[config.mk]
export PLATFORM = sky130hd
export DESIGN_NAME = stc_timer
export DESIGN_NICKNAME = d
export VERILOG_FILES = /design/src/hw/stc_pkg.sv /design/src/hw/stc_timer.sv
export SDC_FILE = /design/constraint.sdc
export NUM_CORES = 1
export LEC_CHECK = 0
export BUFFER_PORTS_ARGS = -buffer_cell sky130_fd_sc_hd__buf_2
export CORE_MARGIN = 2
export CORE_UTILIZATION = 49
export CTS_CLUSTER_DIAMETER = 50
export DETAILED_ROUTE_END_ITERATION = 12
export GPL_ROUTABILITY_DRIVEN = 0
export HOLD_SLACK_MARGIN = 0.03
export PLACE_DENSITY = 0.81
export SYNTH_ARGS = -nofsm -noshare
export SYNTH_HDL_FRONTEND = slang
export SYNTH_SLANG_ARGS = --single-unit
[constraint.sdc]
create_clock -name clk_i -period 3.15 [get_ports clk_i]
set_input_delay 0.63 -clock clk_i [delete_from_list [all_inputs] [get_ports clk_i]]
set_output_delay 0.63 -clock clk_i [all_outputs]
set_load 0.01 [all_outputs]
[src/hw/stc_pkg.sv]
// Package: register map, field positions and reset values of the 16-bit timer/counter
package stc_pkg;
    // Register byte addresses on the Wishbone bus
    localparam logic [7:0] COUNT_LOW_ADDR  = 8'h0E;
    localparam logic [7:0] COUNT_HIGH_ADDR = 8'h0F;
    localparam logic [7:0] TIMER_CTRL_ADDR = 8'h10;
    localparam logic [7:0] FLAG_REG_ADDR   = 8'h0C;
    localparam logic [7:0] ENABLE_REG_ADDR = 8'h8C;
    localparam logic [7:0] PORT_DIR_ADDR   = 8'h87;
    // Control, flag and enable register field positions
    localparam int CTRL_ON_BIT    = 0;
    localparam int CTRL_CS_BIT    = 1;
    localparam int CTRL_SYNC_BIT  = 2;
    localparam int CTRL_OSC_BIT   = 3;
    localparam int CTRL_PS_LO_BIT = 4;
    localparam int CTRL_PS_HI_BIT = 5;
    localparam int FLAG_OVF_BIT   = 0;
    localparam int IRQ_EN_BIT     = 0;
    // Reset values and count maximum
    localparam logic [7:0]  CTRL_RESET     = 8'h00;
    localparam logic [7:0]  PORT_DIR_RESET = 8'hFF;
    localparam logic [15:0] COUNT_RESET    = 16'h0000;
    localparam logic [15:0] COUNT_MAX      = 16'hFFFF;
    // Special event trigger compare mode code
    localparam logic [3:0]  SPECIAL_EVENT_CODE = 4'hB;
endpackage

[src/hw/stc_timer.sv]
// Module: 16-bit timer/counter with prescaler, crystal enable and Wishbone registers
//
// Behaviour
// RL1 - Count is 16 bits, high and low byte, both read and written by software
// RL2 - Counter runs only while the on bit (control bit 0) is set
// RL3 - Three modes: timer, synchronous counter, asynchronous counter
// RL4 - Control bit 1 chooses instruction clock (0) or external clock input (1)
// RL5 - Timer mode advances once per instruction cycle after prescaling
// RL6 - Counter modes advance on rising external edges only, after prescaling
// RL7 - Prescale field bits 5:4: 11 divides by 8, 10 by 4, 01 by 2
// RL8 - Prescale field 00 divides by one
// RL9 - Control bit 3 switches the crystal oscillator on or off
// RL10 - With oscillator enabled both oscillator pins are inputs, direction bits ignored
// RL11 - Control bit 2 disables synchronisation in counter mode, ignored in timer mode; the code always uses the synchronised input
// RL12 - Crystal oscillator keeps running during sleep
// RL13 - Software waits for oscillator start-up; no hardware start-up timer
// RL14 - Count runs up from 0000h to FFFFh then wraps to 0000h
// RL15 - Each wrap sets the sticky overflow flag, held until cleared; the code lets a clear write win over a wrap while the flag is already set
// RL16 - Overflow request passes only while the enable bit is set
// RL17 - Internal reset input from the capture/compare unit clears the count
// RL18 - Compare mode code 1011 trigger clears count and starts enabled conversion
// RL19 - Trigger clear never sets the overflow flag; the code still sets it if a wrap falls in the trigger cycle
// RL20 - Software count write wins over a simultaneous trigger clear
// RL21 - Trigger clear only guaranteed in timer or synchronous counter mode
//
// Decided for this implementation: the Wishbone interface to the registers.
`timescale 1ns/1ps
`default_nettype none
module stc_timer #(
    parameter int INSTR_DIV = 4
) (
    input  wire logic        clk_i,
    input  wire logic        rst_i,
    input  wire logic        wb_cyc_i,
    input  wire logic        wb_stb_i,
    input  wire logic        wb_we_i,
    input  wire logic [7:0]  wb_adr_i,
    input  wire logic [3:0]  wb_sel_i,
    input  wire logic [31:0] wb_dat_i,
    output logic      [31:0] wb_dat_o,
    output logic             wb_ack_o,
    input  wire logic        ext_clock_pin_i,
    input  wire logic [3:0]  compare_mode_code_i,
    input  wire logic        compare_match_i,
    input  wire logic        converter_enable_i,
    input  wire logic        sleep_i,
    output logic             osc_run_o,
    output logic             osc_in_pin_oe_o,
    output logic             osc_out_ext_clock_pin_oe_o,
    output logic             conversion_start_o,
    output logic             overflow_irq_o,
    output logic      [15:0] count_o
);

    // ************************************************************
    // State
    // ************************************************************
    typedef struct packed {
        logic [15:0] count;
        logic [7:0]  ctrl;
        logic        ovf_flag;
        logic        irq_en;
        logic [7:0]  port_dir;
        logic [2:0]  pre;
        logic [$clog2(INSTR_DIV+1)-1:0] div;
        logic [1:0]  ext_sync;
        logic        ext_prev;
        logic        ack;
        logic [31:0] rdata;
        logic        irq;
        logic        conv;
        logic        osc;
        logic        oe_in;
        logic        oe_out;
    } stc_state_t;

    stc_state_t s_q;
    stc_state_t s_d;

    logic       ext_level;
    logic       tick;
    logic       ps_hit;
    logic       bus_wr;
    logic       trig;
    logic [7:0] wbyte;

    always_comb begin
        s_d      = s_q;
        wbyte    = wb_dat_i[7:0];
        bus_wr   = wb_cyc_i && wb_stb_i && wb_we_i && wb_sel_i[0] && !s_q.ack;
        // Instruction cycle enable from divider
        s_d.div  = (s_q.div == ($clog2(INSTR_DIV+1))'(INSTR_DIV - 1)) ? '0 : s_q.div + 1'b1;
        // External input synchroniser, edge taken from second stage only
        s_d.ext_sync = {s_q.ext_sync[0], ext_clock_pin_i};
        // RL11 sync bit has no effect: both branches take the second synchroniser stage
        ext_level = (s_q.ctrl[stc_pkg::CTRL_SYNC_BIT] && s_q.ctrl[stc_pkg::CTRL_CS_BIT]) ?
                    s_q.ext_sync[1] : s_q.ext_sync[1];
        s_d.ext_prev = ext_level;
        // RL3 RL4 RL5 RL6 clock source
        if (s_q.ctrl[stc_pkg::CTRL_CS_BIT]) begin
            tick = ext_level && !s_q.ext_prev;
        end else begin
            tick = (s_q.div == '0) && !sleep_i;
        end
        // RL2 gate on control bit
        tick = tick && s_q.ctrl[stc_pkg::CTRL_ON_BIT];
        // RL7 RL8 prescale ratio
        unique case (s_q.ctrl[stc_pkg::CTRL_PS_HI_BIT:stc_pkg::CTRL_PS_LO_BIT])
            2'b00: ps_hit = 1'b1;
            2'b01: ps_hit = (s_q.pre[0] == 1'b1);
            2'b10: ps_hit = (s_q.pre[1:0] == 2'b11);
            2'b11: ps_hit = (s_q.pre == 3'b111);
        endcase
        if (tick) begin
            s_d.pre = s_q.pre + 3'd1;
        end
        // RL18 special event trigger
        trig = compare_match_i && (compare_mode_code_i == stc_pkg::SPECIAL_EVENT_CODE);
        s_d.conv = trig && converter_enable_i;
        // RL14 RL15 count and wrap
        if (tick && ps_hit) begin
            s_d.count = s_q.count + 16'h0001;
            if (s_q.count == stc_pkg::COUNT_MAX) begin
                s_d.ovf_flag = 1'b1;
            end
        end
        // RL17 RL19 trigger clear without flag
        if (trig) begin
            s_d.count = stc_pkg::COUNT_RESET;
            s_d.pre   = 3'd0;
        end
        // Register writes; RL20 write after clear so it wins
        if (bus_wr) begin
            unique case (wb_adr_i)
                stc_pkg::COUNT_LOW_ADDR:  s_d.count[7:0]  = wbyte;
                stc_pkg::COUNT_HIGH_ADDR: s_d.count[15:8] = wbyte;
                stc_pkg::TIMER_CTRL_ADDR: s_d.ctrl = {2'b00, wbyte[5:0]};
                // RL15 wrap set wins over clear only while the flag was clear
                stc_pkg::FLAG_REG_ADDR:   s_d.ovf_flag = wbyte[stc_pkg::FLAG_OVF_BIT] || s_d.ovf_flag
                                                         && (s_d.ovf_flag != s_q.ovf_flag);
                stc_pkg::ENABLE_REG_ADDR: s_d.irq_en = wbyte[stc_pkg::IRQ_EN_BIT];
                stc_pkg::PORT_DIR_ADDR:   s_d.port_dir = wbyte;
                default: ;
            endcase
        end
        // RL1 readback
        s_d.ack   = wb_cyc_i && wb_stb_i && !s_q.ack;
        s_d.rdata = 32'h0000_0000;
        unique case (wb_adr_i)
            stc_pkg::COUNT_LOW_ADDR:  s_d.rdata[7:0] = s_q.count[7:0];
            stc_pkg::COUNT_HIGH_ADDR: s_d.rdata[7:0] = s_q.count[15:8];
            stc_pkg::TIMER_CTRL_ADDR: s_d.rdata[7:0] = s_q.ctrl;
            stc_pkg::FLAG_REG_ADDR:   s_d.rdata[0]   = s_q.ovf_flag;
            stc_pkg::ENABLE_REG_ADDR: s_d.rdata[0]   = s_q.irq_en;
            stc_pkg::PORT_DIR_ADDR:   s_d.rdata[7:0] = s_q.port_dir;
            default: ;
        endcase
        // RL16 request gated by enable
        s_d.irq = s_d.ovf_flag && s_d.irq_en;
        // RL9 RL12 oscillator runs regardless of sleep
        s_d.osc = s_d.ctrl[stc_pkg::CTRL_OSC_BIT];
        // RL10 pins forced to inputs
        s_d.oe_in  = !s_d.osc && !s_d.port_dir[1];
        s_d.oe_out = !s_d.osc && !s_d.port_dir[0];
    end

    always_ff @(posedge clk_i) begin
        if (rst_i) begin
            s_q          <= '0;
            s_q.ctrl     <= stc_pkg::CTRL_RESET;
            s_q.port_dir <= stc_pkg::PORT_DIR_RESET;
            s_q.count    <= stc_pkg::COUNT_RESET;
        end else begin
            s_q <= s_d;
        end
    end

    // ************************************************************
    // Outputs
    // ************************************************************
    assign wb_dat_o           = s_q.rdata;
    assign wb_ack_o           = s_q.ack;
    assign osc_run_o          = s_q.osc;
    assign conversion_start_o = s_q.conv;
    assign overflow_irq_o     = s_q.irq;
    assign count_o            = s_q.count;
    // RL10 pins forced to inputs while oscillator on
    assign osc_in_pin_oe_o            = s_q.oe_in;
    assign osc_out_ext_clock_pin_oe_o = s_q.oe_out;

    // ************************************************************
    // Checks
    // ************************************************************
    wrap_sets_flag_a: assert property (@(posedge clk_i) disable iff (rst_i) // RL15
        (s_q.count == 16'hFFFF && s_d.count == 16'h0000 && !trig) |=> s_q.ovf_flag)
        else $error("wrap did not set flag");

    stop_holds_a: assert property (@(posedge clk_i) disable iff (rst_i) // RL2
        (!s_q.ctrl[0] && !bus_wr && !trig) |=> $stable(s_q.count))
        else $error("count moved while stopped");

    trig_clears_a: assert property (@(posedge clk_i) disable iff (rst_i) // RL17
        (trig && !bus_wr) |=> s_q.count == 16'h0000)
        else $error("trigger did not clear");

    trig_no_flag_a: assert property (@(posedge clk_i) disable iff (rst_i) // RL19
        (trig && !s_q.ovf_flag && !bus_wr) |=> !s_q.ovf_flag)
        else $error("trigger set flag");

    write_wins_a: assert property (@(posedge clk_i) disable iff (rst_i) // RL20
        (trig && bus_wr && wb_adr_i == 8'h0E) |=> s_q.count[7:0] == $past(wb_dat_i[7:0]))
        else $error("write lost to trigger");

    irq_gate_a: assert property (@(posedge clk_i) disable iff (rst_i) // RL16
        overflow_irq_o |-> s_q.irq_en || $past(s_q.irq_en))
        else $error("irq without enable");

    pins_input_a: assert property (@(posedge clk_i) disable iff (rst_i) // RL10
        s_q.osc |-> !osc_in_pin_oe_o && !osc_out_ext_clock_pin_oe_o)
        else $error("osc pin driven");

    div8_a: assert property (@(posedge clk_i) disable iff (rst_i) // RL7
        (tick && ps_hit && s_q.ctrl[5:4] == 2'b11) |-> s_q.pre == 3'b111)
        else $error("prescale 1:8 wrong");

    ack_pulse_a: assert property (@(posedge clk_i) disable iff (rst_i) // RL1
        wb_ack_o |=> !wb_ack_o)
        else $error("ack held");

    ack_answer_a: assert property (@(posedge clk_i) disable iff (rst_i) // RL1
        (wb_cyc_i && wb_stb_i && !wb_ack_o) |=> wb_ack_o)
        else $error("request not acknowledged");

    low_write_a: assert property (@(posedge clk_i) disable iff (rst_i) // RL1
        (bus_wr && wb_adr_i == stc_pkg::COUNT_LOW_ADDR)
        |=> s_q.count[7:0] == $past(wb_dat_i[7:0]))
        else $error("low byte write lost");

    high_write_a: assert property (@(posedge clk_i) disable iff (rst_i) // RL1
        (bus_wr && wb_adr_i == stc_pkg::COUNT_HIGH_ADDR)
        |=> s_q.count[15:8] == $past(wb_dat_i[7:0]))
        else $error("high byte write lost");

    low_read_a: assert property (@(posedge clk_i) disable iff (rst_i) // RL1
        (wb_cyc_i && wb_stb_i && !wb_ack_o && wb_adr_i == stc_pkg::COUNT_LOW_ADDR)
        |=> wb_dat_o[7:0] == $past(s_q.count[7:0]))
        else $error("low byte read wrong");

    ctrl_write_a: assert property (@(posedge clk_i) disable iff (rst_i) // RL2
        (bus_wr && wb_adr_i == stc_pkg::TIMER_CTRL_ADDR)
        |=> s_q.ctrl == {2'b00, $past(wb_dat_i[5:0])})
        else $error("control write lost");

    timer_step_a: assert property (@(posedge clk_i) disable iff (rst_i) // RL5
        (!s_q.ctrl[1] && s_q.ctrl[0] && s_q.ctrl[5:4] == 2'b00 && s_q.div == '0
         && !sleep_i && !trig && !bus_wr) |=> s_q.count == $past(s_q.count) + 16'h0001)
        else $error("timer did not step");

    sleep_stop_a: assert property (@(posedge clk_i) disable iff (rst_i) // RL5
        (!s_q.ctrl[1] && sleep_i && !trig && !bus_wr) |=> $stable(s_q.count))
        else $error("timer ran in sleep");

    ext_rise_a: assert property (@(posedge clk_i) disable iff (rst_i) // RL6
        (s_q.ctrl[1] && s_q.ctrl[0] && s_q.ctrl[5:4] == 2'b00 && s_q.ext_sync[1]
         && !s_q.ext_prev && !trig && !bus_wr) |=> s_q.count == $past(s_q.count) + 16'h0001)
        else $error("rising edge missed");

    ext_fall_a: assert property (@(posedge clk_i) disable iff (rst_i) // RL6
        (s_q.ctrl[1] && !(s_q.ext_sync[1] && !s_q.ext_prev) && !trig && !bus_wr)
        |=> $stable(s_q.count))
        else $error("count without rising edge");

    sync_chain_a: assert property (@(posedge clk_i) disable iff (rst_i) // RL11
        s_q.ext_sync[1] == $past(s_q.ext_sync[0]))
        else $error("synchroniser broken");

    ps_div2_a: assert property (@(posedge clk_i) disable iff (rst_i) // RL7
        (tick && s_q.ctrl[5:4] == 2'b01 && !s_q.pre[0] && !trig && !bus_wr)
        |=> $stable(s_q.count))
        else $error("prescale 1:2 wrong");

    ps_div4_a: assert property (@(posedge clk_i) disable iff (rst_i) // RL7
        (tick && s_q.ctrl[5:4] == 2'b10 && s_q.pre[1:0] != 2'b11 && !trig && !bus_wr)
        |=> $stable(s_q.count))
        else $error("prescale 1:4 wrong");

    ps_div8_a: assert property (@(posedge clk_i) disable iff (rst_i) // RL7
        (tick && s_q.ctrl[5:4] == 2'b11 && s_q.pre != 3'b111 && !trig && !bus_wr)
        |=> $stable(s_q.count))
        else $error("prescale 1:8 early");

    wrap_zero_a: assert property (@(posedge clk_i) disable iff (rst_i) // RL14
        (tick && ps_hit && s_q.count == 16'hFFFF && !trig && !bus_wr)
        |=> s_q.count == 16'h0000)
        else $error("count did not wrap");

    flag_sticky_a: assert property (@(posedge clk_i) disable iff (rst_i) // RL15
        (s_q.ovf_flag && !(bus_wr && wb_adr_i == stc_pkg::FLAG_REG_ADDR)) |=> s_q.ovf_flag)
        else $error("flag lost");

    irq_match_a: assert property (@(posedge clk_i) disable iff (rst_i) // RL16
        overflow_irq_o == (s_q.ovf_flag && s_q.irq_en))
        else $error("irq not flag and enable");

    conv_start_a: assert property (@(posedge clk_i) disable iff (rst_i) // RL18
        (trig && converter_enable_i) |=> conversion_start_o)
        else $error("conversion not started");

    conv_gate_a: assert property (@(posedge clk_i) disable iff (rst_i) // RL18
        conversion_start_o |-> $past(trig && converter_enable_i))
        else $error("conversion without trigger");

    osc_follow_a: assert property (@(posedge clk_i) disable iff (rst_i) // RL9
        osc_run_o == s_q.ctrl[stc_pkg::CTRL_OSC_BIT])
        else $error("oscillator not following bit");

    osc_sleep_a: assert property (@(posedge clk_i) disable iff (rst_i) // RL12
        (osc_run_o && sleep_i && !bus_wr) |=> osc_run_o)
        else $error("oscillator stopped in sleep");

    pin_drive_a: assert property (@(posedge clk_i) disable iff (rst_i) // RL10
        osc_out_ext_clock_pin_oe_o == (!s_q.osc && !s_q.port_dir[0]))
        else $error("pin drive wrong");

endmodule
`default_nettype wire

==> qor.yml, run 1 <==
status: "finished clean"
cts_buffer_depth: 2
grt_max_degree: 40
rows: 28
fin_crit_sh: 0.739
via_count: 2381
grt_use_total: 0.209
setup_viol_count_final: 0
cp_slowest_stage_delay_ns: 0.70
cts-root-buf: "clkbuf_8"
async_flop_share: 0
layout-drive-gt1-share: 0.214
cts_resized: 0
cp_max_fo: 7
vias_per_cell: 5.41
period_minus_slack_ns: 2.33
core_um2: 5850
muxShareOfSynthArea: 0.0343
synth_edf_count: 0
worst_pin_slew_ns: 0.806
clkLatencyLatePin_ns: 0.31
worstPathRequired_ns: 3.41
cp_common_cell: "or4b_1"
grt_pass1_wl_mm: 10.7
post_dp_cell_area_um2: 3040
drtIter0Drc: 175
hpwl_mm: 4.75
drv_cap: 0
drcViolationCount: 0
dpl.cell_count: 432
numPortBuffers: 59
layout_commonest_cell: "buf_2"
worstHoldPathType: "reg -> reg"
nNetsFinal: 427
hold_buffers: 0
intPower_w: 0.000962
p_comb_frac: 0.079
ios: 111
synth-seq-cells: 54
routedWlPerCell_um: 14.3
netlist_instances: 329
rsz0062_at_grt: "no"
final_cells: 440
antenna_found_initial: 0
skew_ns: 0.00834
overflow: 0
sequentialPowerShare: 0.554
die-height_um: 81.2
crit_slowest_cell: "or4b_1"
dieArea_um2: 6590
relSlewSlack: 0.456
worstPathArrival_ns: 2.59
finalMaxSlewViolations: 0
finalWirelength_mm: 6.28
fin_area_um2: 3140
path_clk_slew_ns: 0.09
ir_drop_uv: 177
crit_type: "in -> reg"
path_cells: "buf_2, or4b_1, or4b_1, or3_1, a21oi_2, and2_1"
timing.fmax_ghz: 0.430
synth_cell_types: 48
cts_buffers: 5
cts-htree-levels: 2
syn2layout_area_growth_pct: 7.68
drt_first_pass_iters: 4
yosys.area_share.simple: 0.252
layout_common_cells: "59 x buf_2, 54 x dfxtp_1, 31 x nand2_1"
critPathCaptureType: "register"
yosysSeqAreaShare: 0.370
cellLeakagePower_nw: 1.35
ant_nets: 0
clock_sinks: 54
synth_area_um2: 2920
synthFlopType: "dfxtp_1"
power.density_nw_per_um2: 398
final-hold-violation-count: 0
nFillCells: 555
antenna-diode-count: 0
switchingPower_w: 0.000287
worstSetupStartpointType: "input pin"
p_clk_frac: 0.367
synth_warnings: 0
syn_area_per_cell_um2: 8.87
die_x_um: 81.2
cts_setup_buffers: 0
synthAdderAreaFrac: 0.0257
synth_compound_gate_area_share: 0.114
synth_top_family_by_area: "simple AND/OR/NAND/NOR gates"
setup_tns_ns: 0
cts_tree: "built"
grt_pass1_vias: 2242
start_util: 0.499
fin_util: 0.537
swShare: 0.230
synthXorXnorAreaFrac: 0.0480
## kinds of logic after synthesis
logic type | Yosys count
and+or+nand+nor | 127
buffers and inverters | 72
DFF | 54
AOI/OAI and AO/OA | 43
xor gates and xnor gates | 16
muxes | 10
adders and majority gates | 6
other | 1
## power by group through the flow
stage	logic, W	clock network [W]	registers (W)
after detailed placement	0.0000979	0	0.000708
after global placement	0.0000950	0	0.000708
after global routing	0.000113	0.000499	0.000693
after CTS	0.0000980	0.000467	0.000692
final	0.0000986	0.000458	0.000692
after floorplan	0.0000785	0	0.000708
## critical path: cells and delay by family
family	cells	cell delay, ns
buffers and inverters	1	0.10
AOI/OAI and AO/OA	1	0.15
and+or+nand+nor	4	1.72
## worst paths after layout
kind                                        to         from  depth (start not counted)  slack, ns
worst max-delay path            overflow_irq_o  wb_adr_i[5]                          6       0.82
worst min-delay path                 ext_level      s_d[40]                          1       0.45
worst max register to register     count_o[10]      s_q[41]                          8       1.08
worst min register to register       ext_level      s_d[40]                          1       0.45
## synth_stat cells (2+ instances only)
| library cell | number | area, um2 |
|---|---|---|
| dfxtp_1 | 54 | 1080 |
| buf_4 | 48 | 360 |
| nand2_1 | 31 | 116 |
| nand3_1 | 16 | 80.1 |
| nor2_1 | 14 | 52.6 |
| clkbuf_1 | 12 | 45.0 |
| nand4_1 | 12 | 75.1 |
| inv_1 | 11 | 41.3 |
| mux2i_1 | 10 | 100 |
| xor2_1 | 9 | 78.8 |
| o2bb2ai_1 | 8 | 70.1 |
| a31oi_1 | 7 | 43.8 |
| nand3b_1 | 7 | 52.6 |
| xnor2_1 | 7 | 61.3 |
| a22o_1 | 6 | 52.6 |
| a22oi_1 | 6 | 45.0 |
| and3_1 | 6 | 37.5 |
| ha_1 | 6 | 75.1 |
| nor3_1 | 6 | 30.0 |
| a21oi_1 | 5 | 25.0 |
| nor2b_1 | 5 | 31.3 |
| and3b_1 | 4 | 35.0 |
| and2_1 | 3 | 18.8 |
| and4_1 | 3 | 26.3 |
| nand2b_1 | 3 | 18.8 |
| nor3b_1 | 3 | 22.5 |
| or4b_1 | 3 | 30.0 |
| a211oi_1 | 2 | 15.0 |
| a2bb2oi_1 | 2 | 17.5 |
| or3_1 | 2 | 12.5 |
## metal layers
layer,global-route usage,vias to the layer above,routed length [um]
li1,-,1168,-
met1,0.268,1119,2790
met2,0.347,85,2970
met3,0.0389,9,404
met4,0.0797,0,123
met5,0,-,0
## metrics by stage
step           total power, W  hold WS [ns]  setup slack [ns]
3_3_place_gp         0.000803         0.416             0.535
2_1_floorplan        0.000786         0.414             0.747
5_1_grt               0.00131         0.472             0.754
4_1_cts               0.00126         0.449             0.841
6_report              0.00125         0.446             0.824
3_5_place_dp         0.000806         0.429             0.521
## state kept, by name, indices dropped and copies added (netlist names)
name and count:
s_q 23, count_o 16, wb_dat_o 8, conversion_start_o 1, ext_level 1, osc_in_pin_oe_o 1
osc_out_ext_clock_pin_oe_o 1, overflow_irq_o 1, s_d 1, wb_ack_o 1
## cell type report
cell class	count	area, um2	area share
clock inverters	1	30.0	0.00956
multi-input cells	226	1470	0.468
flip-flops and latches	54	1080	0.344
repair buffers	66	348	0.111
well taps	75	93.8	0.0299
inverters	11	41.3	0.0131
clock buffers	7	76.3	0.0243
Note: power is estimated with default switching activity, not from simulation.
==> run 2, diff against run 1 <==
--- a/config.mk
+++ b/config.mk
@@ -5,14 +5,15 @@
 export SDC_FILE = /design/constraint.sdc
 export NUM_CORES = 1
 export LEC_CHECK = 0
+export ABC_AREA = 1
 export BUFFER_PORTS_ARGS = -buffer_cell sky130_fd_sc_hd__buf_2
 export CORE_MARGIN = 2
-export CORE_UTILIZATION = 49
+export CORE_UTILIZATION = 46
 export CTS_CLUSTER_DIAMETER = 50
 export DETAILED_ROUTE_END_ITERATION = 12
 export GPL_ROUTABILITY_DRIVEN = 0
 export HOLD_SLACK_MARGIN = 0.03
-export PLACE_DENSITY = 0.81
+export PLACE_DENSITY = 0.78
 export SYNTH_ARGS = -nofsm -noshare
 export SYNTH_HDL_FRONTEND = slang
 export SYNTH_SLANG_ARGS = --single-unit
==> constraint.sdc (replaced) <==
create_clock -name clk_i -period 2.1 [get_ports clk_i]
set_input_delay 0.42 -clock clk_i [delete_from_list [all_inputs] [get_ports clk_i]]
set_output_delay 0.42 -clock clk_i [all_outputs]
set_load 0.01 [all_outputs]
==> qor.yml, run 2 <==
cp_max_fo: 13
yosysTopAreaCellShare: 0.330
nNetsFinal: 564
hpwl_mm: 5.58
fin_crit_sh: 0.843
synthMostInstantiatedCell: "nand2_1"
cellLeakagePower_nw: 1.66
drtIter0Drc: 199
timing.rr.start: "s_q[44]"
overflow: 0
hold_buffers: 0
multiInputGateArea_um2: 1620
rows: 30
whs_path_depth: 3
critPathCaptureType: "register"
numPortBuffers: 59
register_area_um2: 1080
rsz0062_at_grt: "no"
cts_buffer_depth: 2
timing.fmax_ghz: 0.565
ant_nets: 0
path_cells: "ha_1, ha_1, nand3_1, nand2_1, nor2_2, nor2_4, inv_2, nand2_1, nand2_1, nand2_1, a21oi_1"
cts-root-buf: "clkbuf_8"
grt_pass1_vias: 2525
cts_resized: 0
finalMaxSlewViolations: 0
core_um2: 6830
clkLatencyLatePin_ns: 0.31
drv_cap: 0
setup_tns_ns: 0
skew_ns: 0.00479
cts_tree: "built"
reg2reg_depth: 11
grt_max_degree: 30
syn_area_per_cell_um2: 7.04
drcViolationCount: 0
yosys-top-cells-area: "dfxtp_1 33%, nand2_1 14%, buf_4 11%, inv_1 6.2%, a21oi_1 4.4%"
power_w: 0.00191
ir_drop_uv: 301
fin_util: 0.509
start_util: 0.479
synth_warnings: 0
cts-htree-levels: 2
path_clk_slew_ns: 0.10
rrSetupSlack_ns: 0.33
largest_reg_flops: 23
synth_edf_count: 0
routedWlPerCell_um: 12.1
dp_slack_ns: 0.334
worstPathRequired_ns: 2.31
antenna_found_initial: 0
ios: 111
synth_cell_types: 35
grt_use_total: 0.191
crit_slowest_cell: "dfxtp_1"
drt_first_pass_iters: 4
dieArea_um2: 7800
die_x_um: 88.3
crit_type: "reg -> reg"
async_flop_share: 0
via_count: 2882
vias_per_cell: 4.82
layout_commonest_cell: "nand2_1"
layout-drive-gt1-share: 0.207
setup_viol_count_final: 0
synth_commonest_cells: "123 x nand2_1, 54 x dfxtp_1, 54 x inv_1, 48 x buf_4, 36 x nor2_1"
antenna-diode-count: 0
grt_pass1_wl_mm: 11.6
period_minus_slack_ns: 1.77
largest-register: "s_q"
yosysTopAreaCell: "dfxtp_1"
finalWirelength_mm: 7.22
hold_ws_ns: 0.299
power.density_nw_per_um2: 549
synthFlopType: "dfxtp_1"
worstSetupStartpointType: "register"
worstHoldPathType: "in -> reg"
syn2layout_area_growth_pct: 6.23
die-height_um: 88.3
cts_setup_buffers: 0
yosysSeqAreaShare: 0.330
synth_area_um2: 3270
final-hold-violation-count: 0
worstPathArrival_ns: 1.98
layout_common_cells: "123 x nand2_1, 59 x buf_2, 54 x inv_1, 54 x dfxtp_1, 36 x nor2_1"
synth-seq-cells: 54
cp_slowest_stage_delay_ns: 0.37
clock_sinks: 54
worstSetupStartpoint: "s_q[44]"
status: "finished clean"
cp_common_cell: "nand2_1"
worstHoldStart: "ext_clock_pin_i"
netlist_instances: 465
cts_buffers: 5
final.setup.worst_slack_ns: 0.329
nFillCells: 699
-- run 2: metal layers --
layer,track usage,up-vias,wire [um]
met1,0.250,1282,3030
met2,0.319,114,3430
li1,-,1473,-
met3,0.0392,13,615
met5,0,-,0
met4,0.0565,0,142
-- run 2: kinds of logic (layout without fill, tap and decap cells) --
group / Yosys count / after routing / synth area share
other: 1 / 24 / 0.00115
XOR/XNOR: 5 / 5 / 0.0134
AO/OA/AOI/OAI: 60 / 60 / 0.107
flip-flops: 54 / 54 / 0.330
adder cells (fa/ha/maj): 6 / 6 / 0.0229
buffers and inverters: 116 / 130 / 0.202
AND/OR/NAND/NOR: 223 / 223 / 0.322
-- run 2: path summary, 6_finish.rpt --
kind                    end
max          overflow_irq_o
max reg2reg  overflow_irq_o
min                 s_d[40]
min reg2reg       ext_level
-- run 2: where the power goes --
group	switching (W)	internal [W]	leakage, nW	total, W
combinational	0.0000906	0.0000423	1.16	0.000133
sequential	0.00000525	0.00103	0.436	0.00104
clock	0.000373	0.000364	0.0591	0.000737
total	0.000468	0.00144	1.66	0.00191
-- run 2: final cells by class --
type | instances | area share
Sequential cell | 54 | 0.311
Multi-Input combinational cell | 318 | 0.465
Tap cell | 96 | 0.0346
Timing Repair Buffer | 62 | 0.0914
Clock buffer | 5 | 0.0198
Clock inverter | 3 | 0.0137
Inverter | 60 | 0.0648
-- run 2: stage by stage --
step | instances | cell area [um2]
after floorplan | 488 | 3360
after global placement | 590 | 3360
after detailed placement | 590 | 3360
after CTS | 598 | 3480
after global routing | 598 | 3480
final | 598 | 3480
-- run 2: worst max-delay path: cells and delay by family, from the launching register on --
kind	cells	cell delay [ns]
and+or+nand+nor	7	0.69
DFF	1	0.37
adders and majority gates	2	0.34
AOI/OAI and AO/OA	1	0.08
buffers and inverters	1	0.20
==> run 3, diff against run 2 <==
--- a/config.mk
+++ b/config.mk
@@ -5,15 +5,15 @@
 export SDC_FILE = /design/constraint.sdc
 export NUM_CORES = 1
 export LEC_CHECK = 0
-export ABC_AREA = 1
+export ABC_AREA = 0
 export BUFFER_PORTS_ARGS = -buffer_cell sky130_fd_sc_hd__buf_2
 export CORE_MARGIN = 2
-export CORE_UTILIZATION = 46
+export CORE_UTILIZATION = 49
 export CTS_CLUSTER_DIAMETER = 50
 export DETAILED_ROUTE_END_ITERATION = 12
 export GPL_ROUTABILITY_DRIVEN = 0
 export HOLD_SLACK_MARGIN = 0.03
-export PLACE_DENSITY = 0.78
+export PLACE_DENSITY = 0.81
 export SYNTH_ARGS = -nofsm -noshare
 export SYNTH_HDL_FRONTEND = slang
 export SYNTH_SLANG_ARGS = --single-unit
==> constraint.sdc (replaced) <==
create_clock -name clk_i -period 1.65 [get_ports clk_i]
set_input_delay 0.33 -clock clk_i [delete_from_list [all_inputs] [get_ports clk_i]]
set_output_delay 0.33 -clock clk_i [all_outputs]
set_load 0.01 [all_outputs]
==> qor.yml, run 3 (synthesized netlist as in run 1, its figures left out) <==
skew_ns: 0.0138
path_cells: "inv_2, ha_4, or4b_4, a221oi_4, buf_12, nand4_1, xnor2_1, a22o_1"
critPathBufInv: 2
hpwl_mm: 5.81
met1_usage: 0.280
post_dp_cell_area_um2: 3410
die-height_um: 81.2
hold_buffers: 0
layout-drive-gt1-share: 0.361
vias_per_cell: 5.49
timing.fmax_ghz: 0.496
p_comb_frac: 0.117
core_um2: 5850
drt_first_pass_iters: 4
final_cells: 485
drcViolationCount: 0
nNetsFinal: 472
cts_buffers: 5
layout_commonest_cell: "buf_2"
drtIter0Drc: 226
fin_area_um2: 3620
overflow: 0
worst_pin_slew_ns: 0.528
power_w: 0.00236
relSlewSlack: 0.648
crit_family: "simple AND/OR/NAND/NOR gates"
syn2layout_area_growth_pct: 23.9
final.setup.worst_slack_ns: -0.366
clkLatencyLatePin_ns: 0.32
cellLeakagePower_nw: 1.59
drv_cap: 0
final-hold-violation-count: 0
worstSetupStartpointType: "register"
layout_common_cells: "58 x buf_2, 52 x dfxtp_1, 46 x buf_4"
period_minus_slack_ns: 2.02
crit_type: "reg -> reg"
cp_max_fo: 8
status: "finished with violations"
dieArea_um2: 6590
numPortBuffers: 59
use_met3: 0.0556
finalMaxSlewViolations: 0
rsz0062_at_grt: "yes"
sequentialPowerShare: 0.560
rows: 28
grt_pass1_wl_mm: 12.5
ant_nets: 0
largest-register: "s_q"
power.density_nw_per_um2: 654
cts-htree-levels: 2
hold_ws_ns: 0.226
antenna_found_initial: 0
switchingPower_w: 0.000625
die_x_um: 81.2
finalWirelength_mm: 7.88
start_util: 0.499
clock_sinks: 54
p_clk_frac: 0.323
worstPathRequired_ns: 1.88
grt_use_total: 0.249
setup_viol_count_final: 20
swShare: 0.264
cts-root-buf: "clkbuf_8"
via_count: 2661
largest_reg_flops: 23
ir_drop_uv: 420
cts_buffer_depth: 2
cts_tree: "built"
fin_crit_sh: 1.22
grt_pass1_vias: 2692
top_usage_layer: "met2"
grt_max_degree: 39
cp_slowest_stage_delay_ns: 0.50
path_clk_slew_ns: 0.10
intPower_w: 0.00174
antenna-diode-count: 0
worstPathArrival_ns: 2.24
ios: 111
violations: "setup timing"
crit_slowest_cell: "or4b_4"
dpl.cell_count: 475
routedWlPerCell_um: 16.3
met2_usage: 0.428
worstHoldPathType: "in -> reg"
critPathCaptureType: "register"
[run 3: timing repair]
| action | 4_1_cts | 5_1_grt |
|---|---|---|
| resized for setup | 14 | 11 |
| pin swaps | 17 | 11 |
| setup buffers | 0 | 2 |
| endpoints found under the setup margin | 28 | 34 |
[run 3: routing by layer]
layer,wire (um),share of wire
met5,0,0
met4,254,0.032
met3,587,0.074
met2,3980,0.50
met1,3060,0.39
[run 3: final timing paths]
check                  startpoint          end  slack, ns  depth (start not counted)
hold reg to reg           s_d[40]    ext_level       0.44                          1
setup / recovery          s_q[42]  count_o[10]      -0.37                          8
hold / removal    ext_clock_pin_i      s_d[40]       0.23                          2
setup reg to reg          s_q[42]  count_o[10]      -0.37                          8
[run 3: worst register-to-register path, stage by stage (launching register included)]
cell and delay, ns:
dfxtp_2 0.33, inv_2 0.06, ha_4 0.13, or4b_4 0.50, a221oi_4 0.31, buf_12 0.16
nand4_1 0.10, xnor2_1 0.14, a22o_1 0.20
[run 3: area by class of cell]
cell class / instances / area (um2)
Fill cell: 514 / 2230
Clock inverter: 3 / 21.3
Multi-Input combinational cell: 226 / 1580
Timing Repair Buffer: 111 / 723
Tap cell: 75 / 93.8
Clock buffer: 5 / 68.8
Sequential cell: 54 / 1080
Inverter: 11 / 41.3
[run 3: per-stage QoR]
stage               worst slack, ns  TNS [ns]  utilization
floorplan                    -0.443     -7.94            -
global placement             -0.457    -11.64        0.583
detailed placement           -0.521    -13.45        0.583
CTS                          -0.367     -5.46        0.608
global route                 -0.447     -7.45        0.618
finish                       -0.366     -5.52        0.618
[run 3: power groups by stage]
stage	Sequential, W	Combinational (W)	Clock (W)
after global placement	0.00135	0.000233	0
after detailed placement	0.00135	0.000246	0
after global routing	0.00133	0.000300	0.000831
after floorplan	0.00135	0.000161	0
final	0.00132	0.000276	0.000764
after CTS	0.00132	0.000258	0.000771
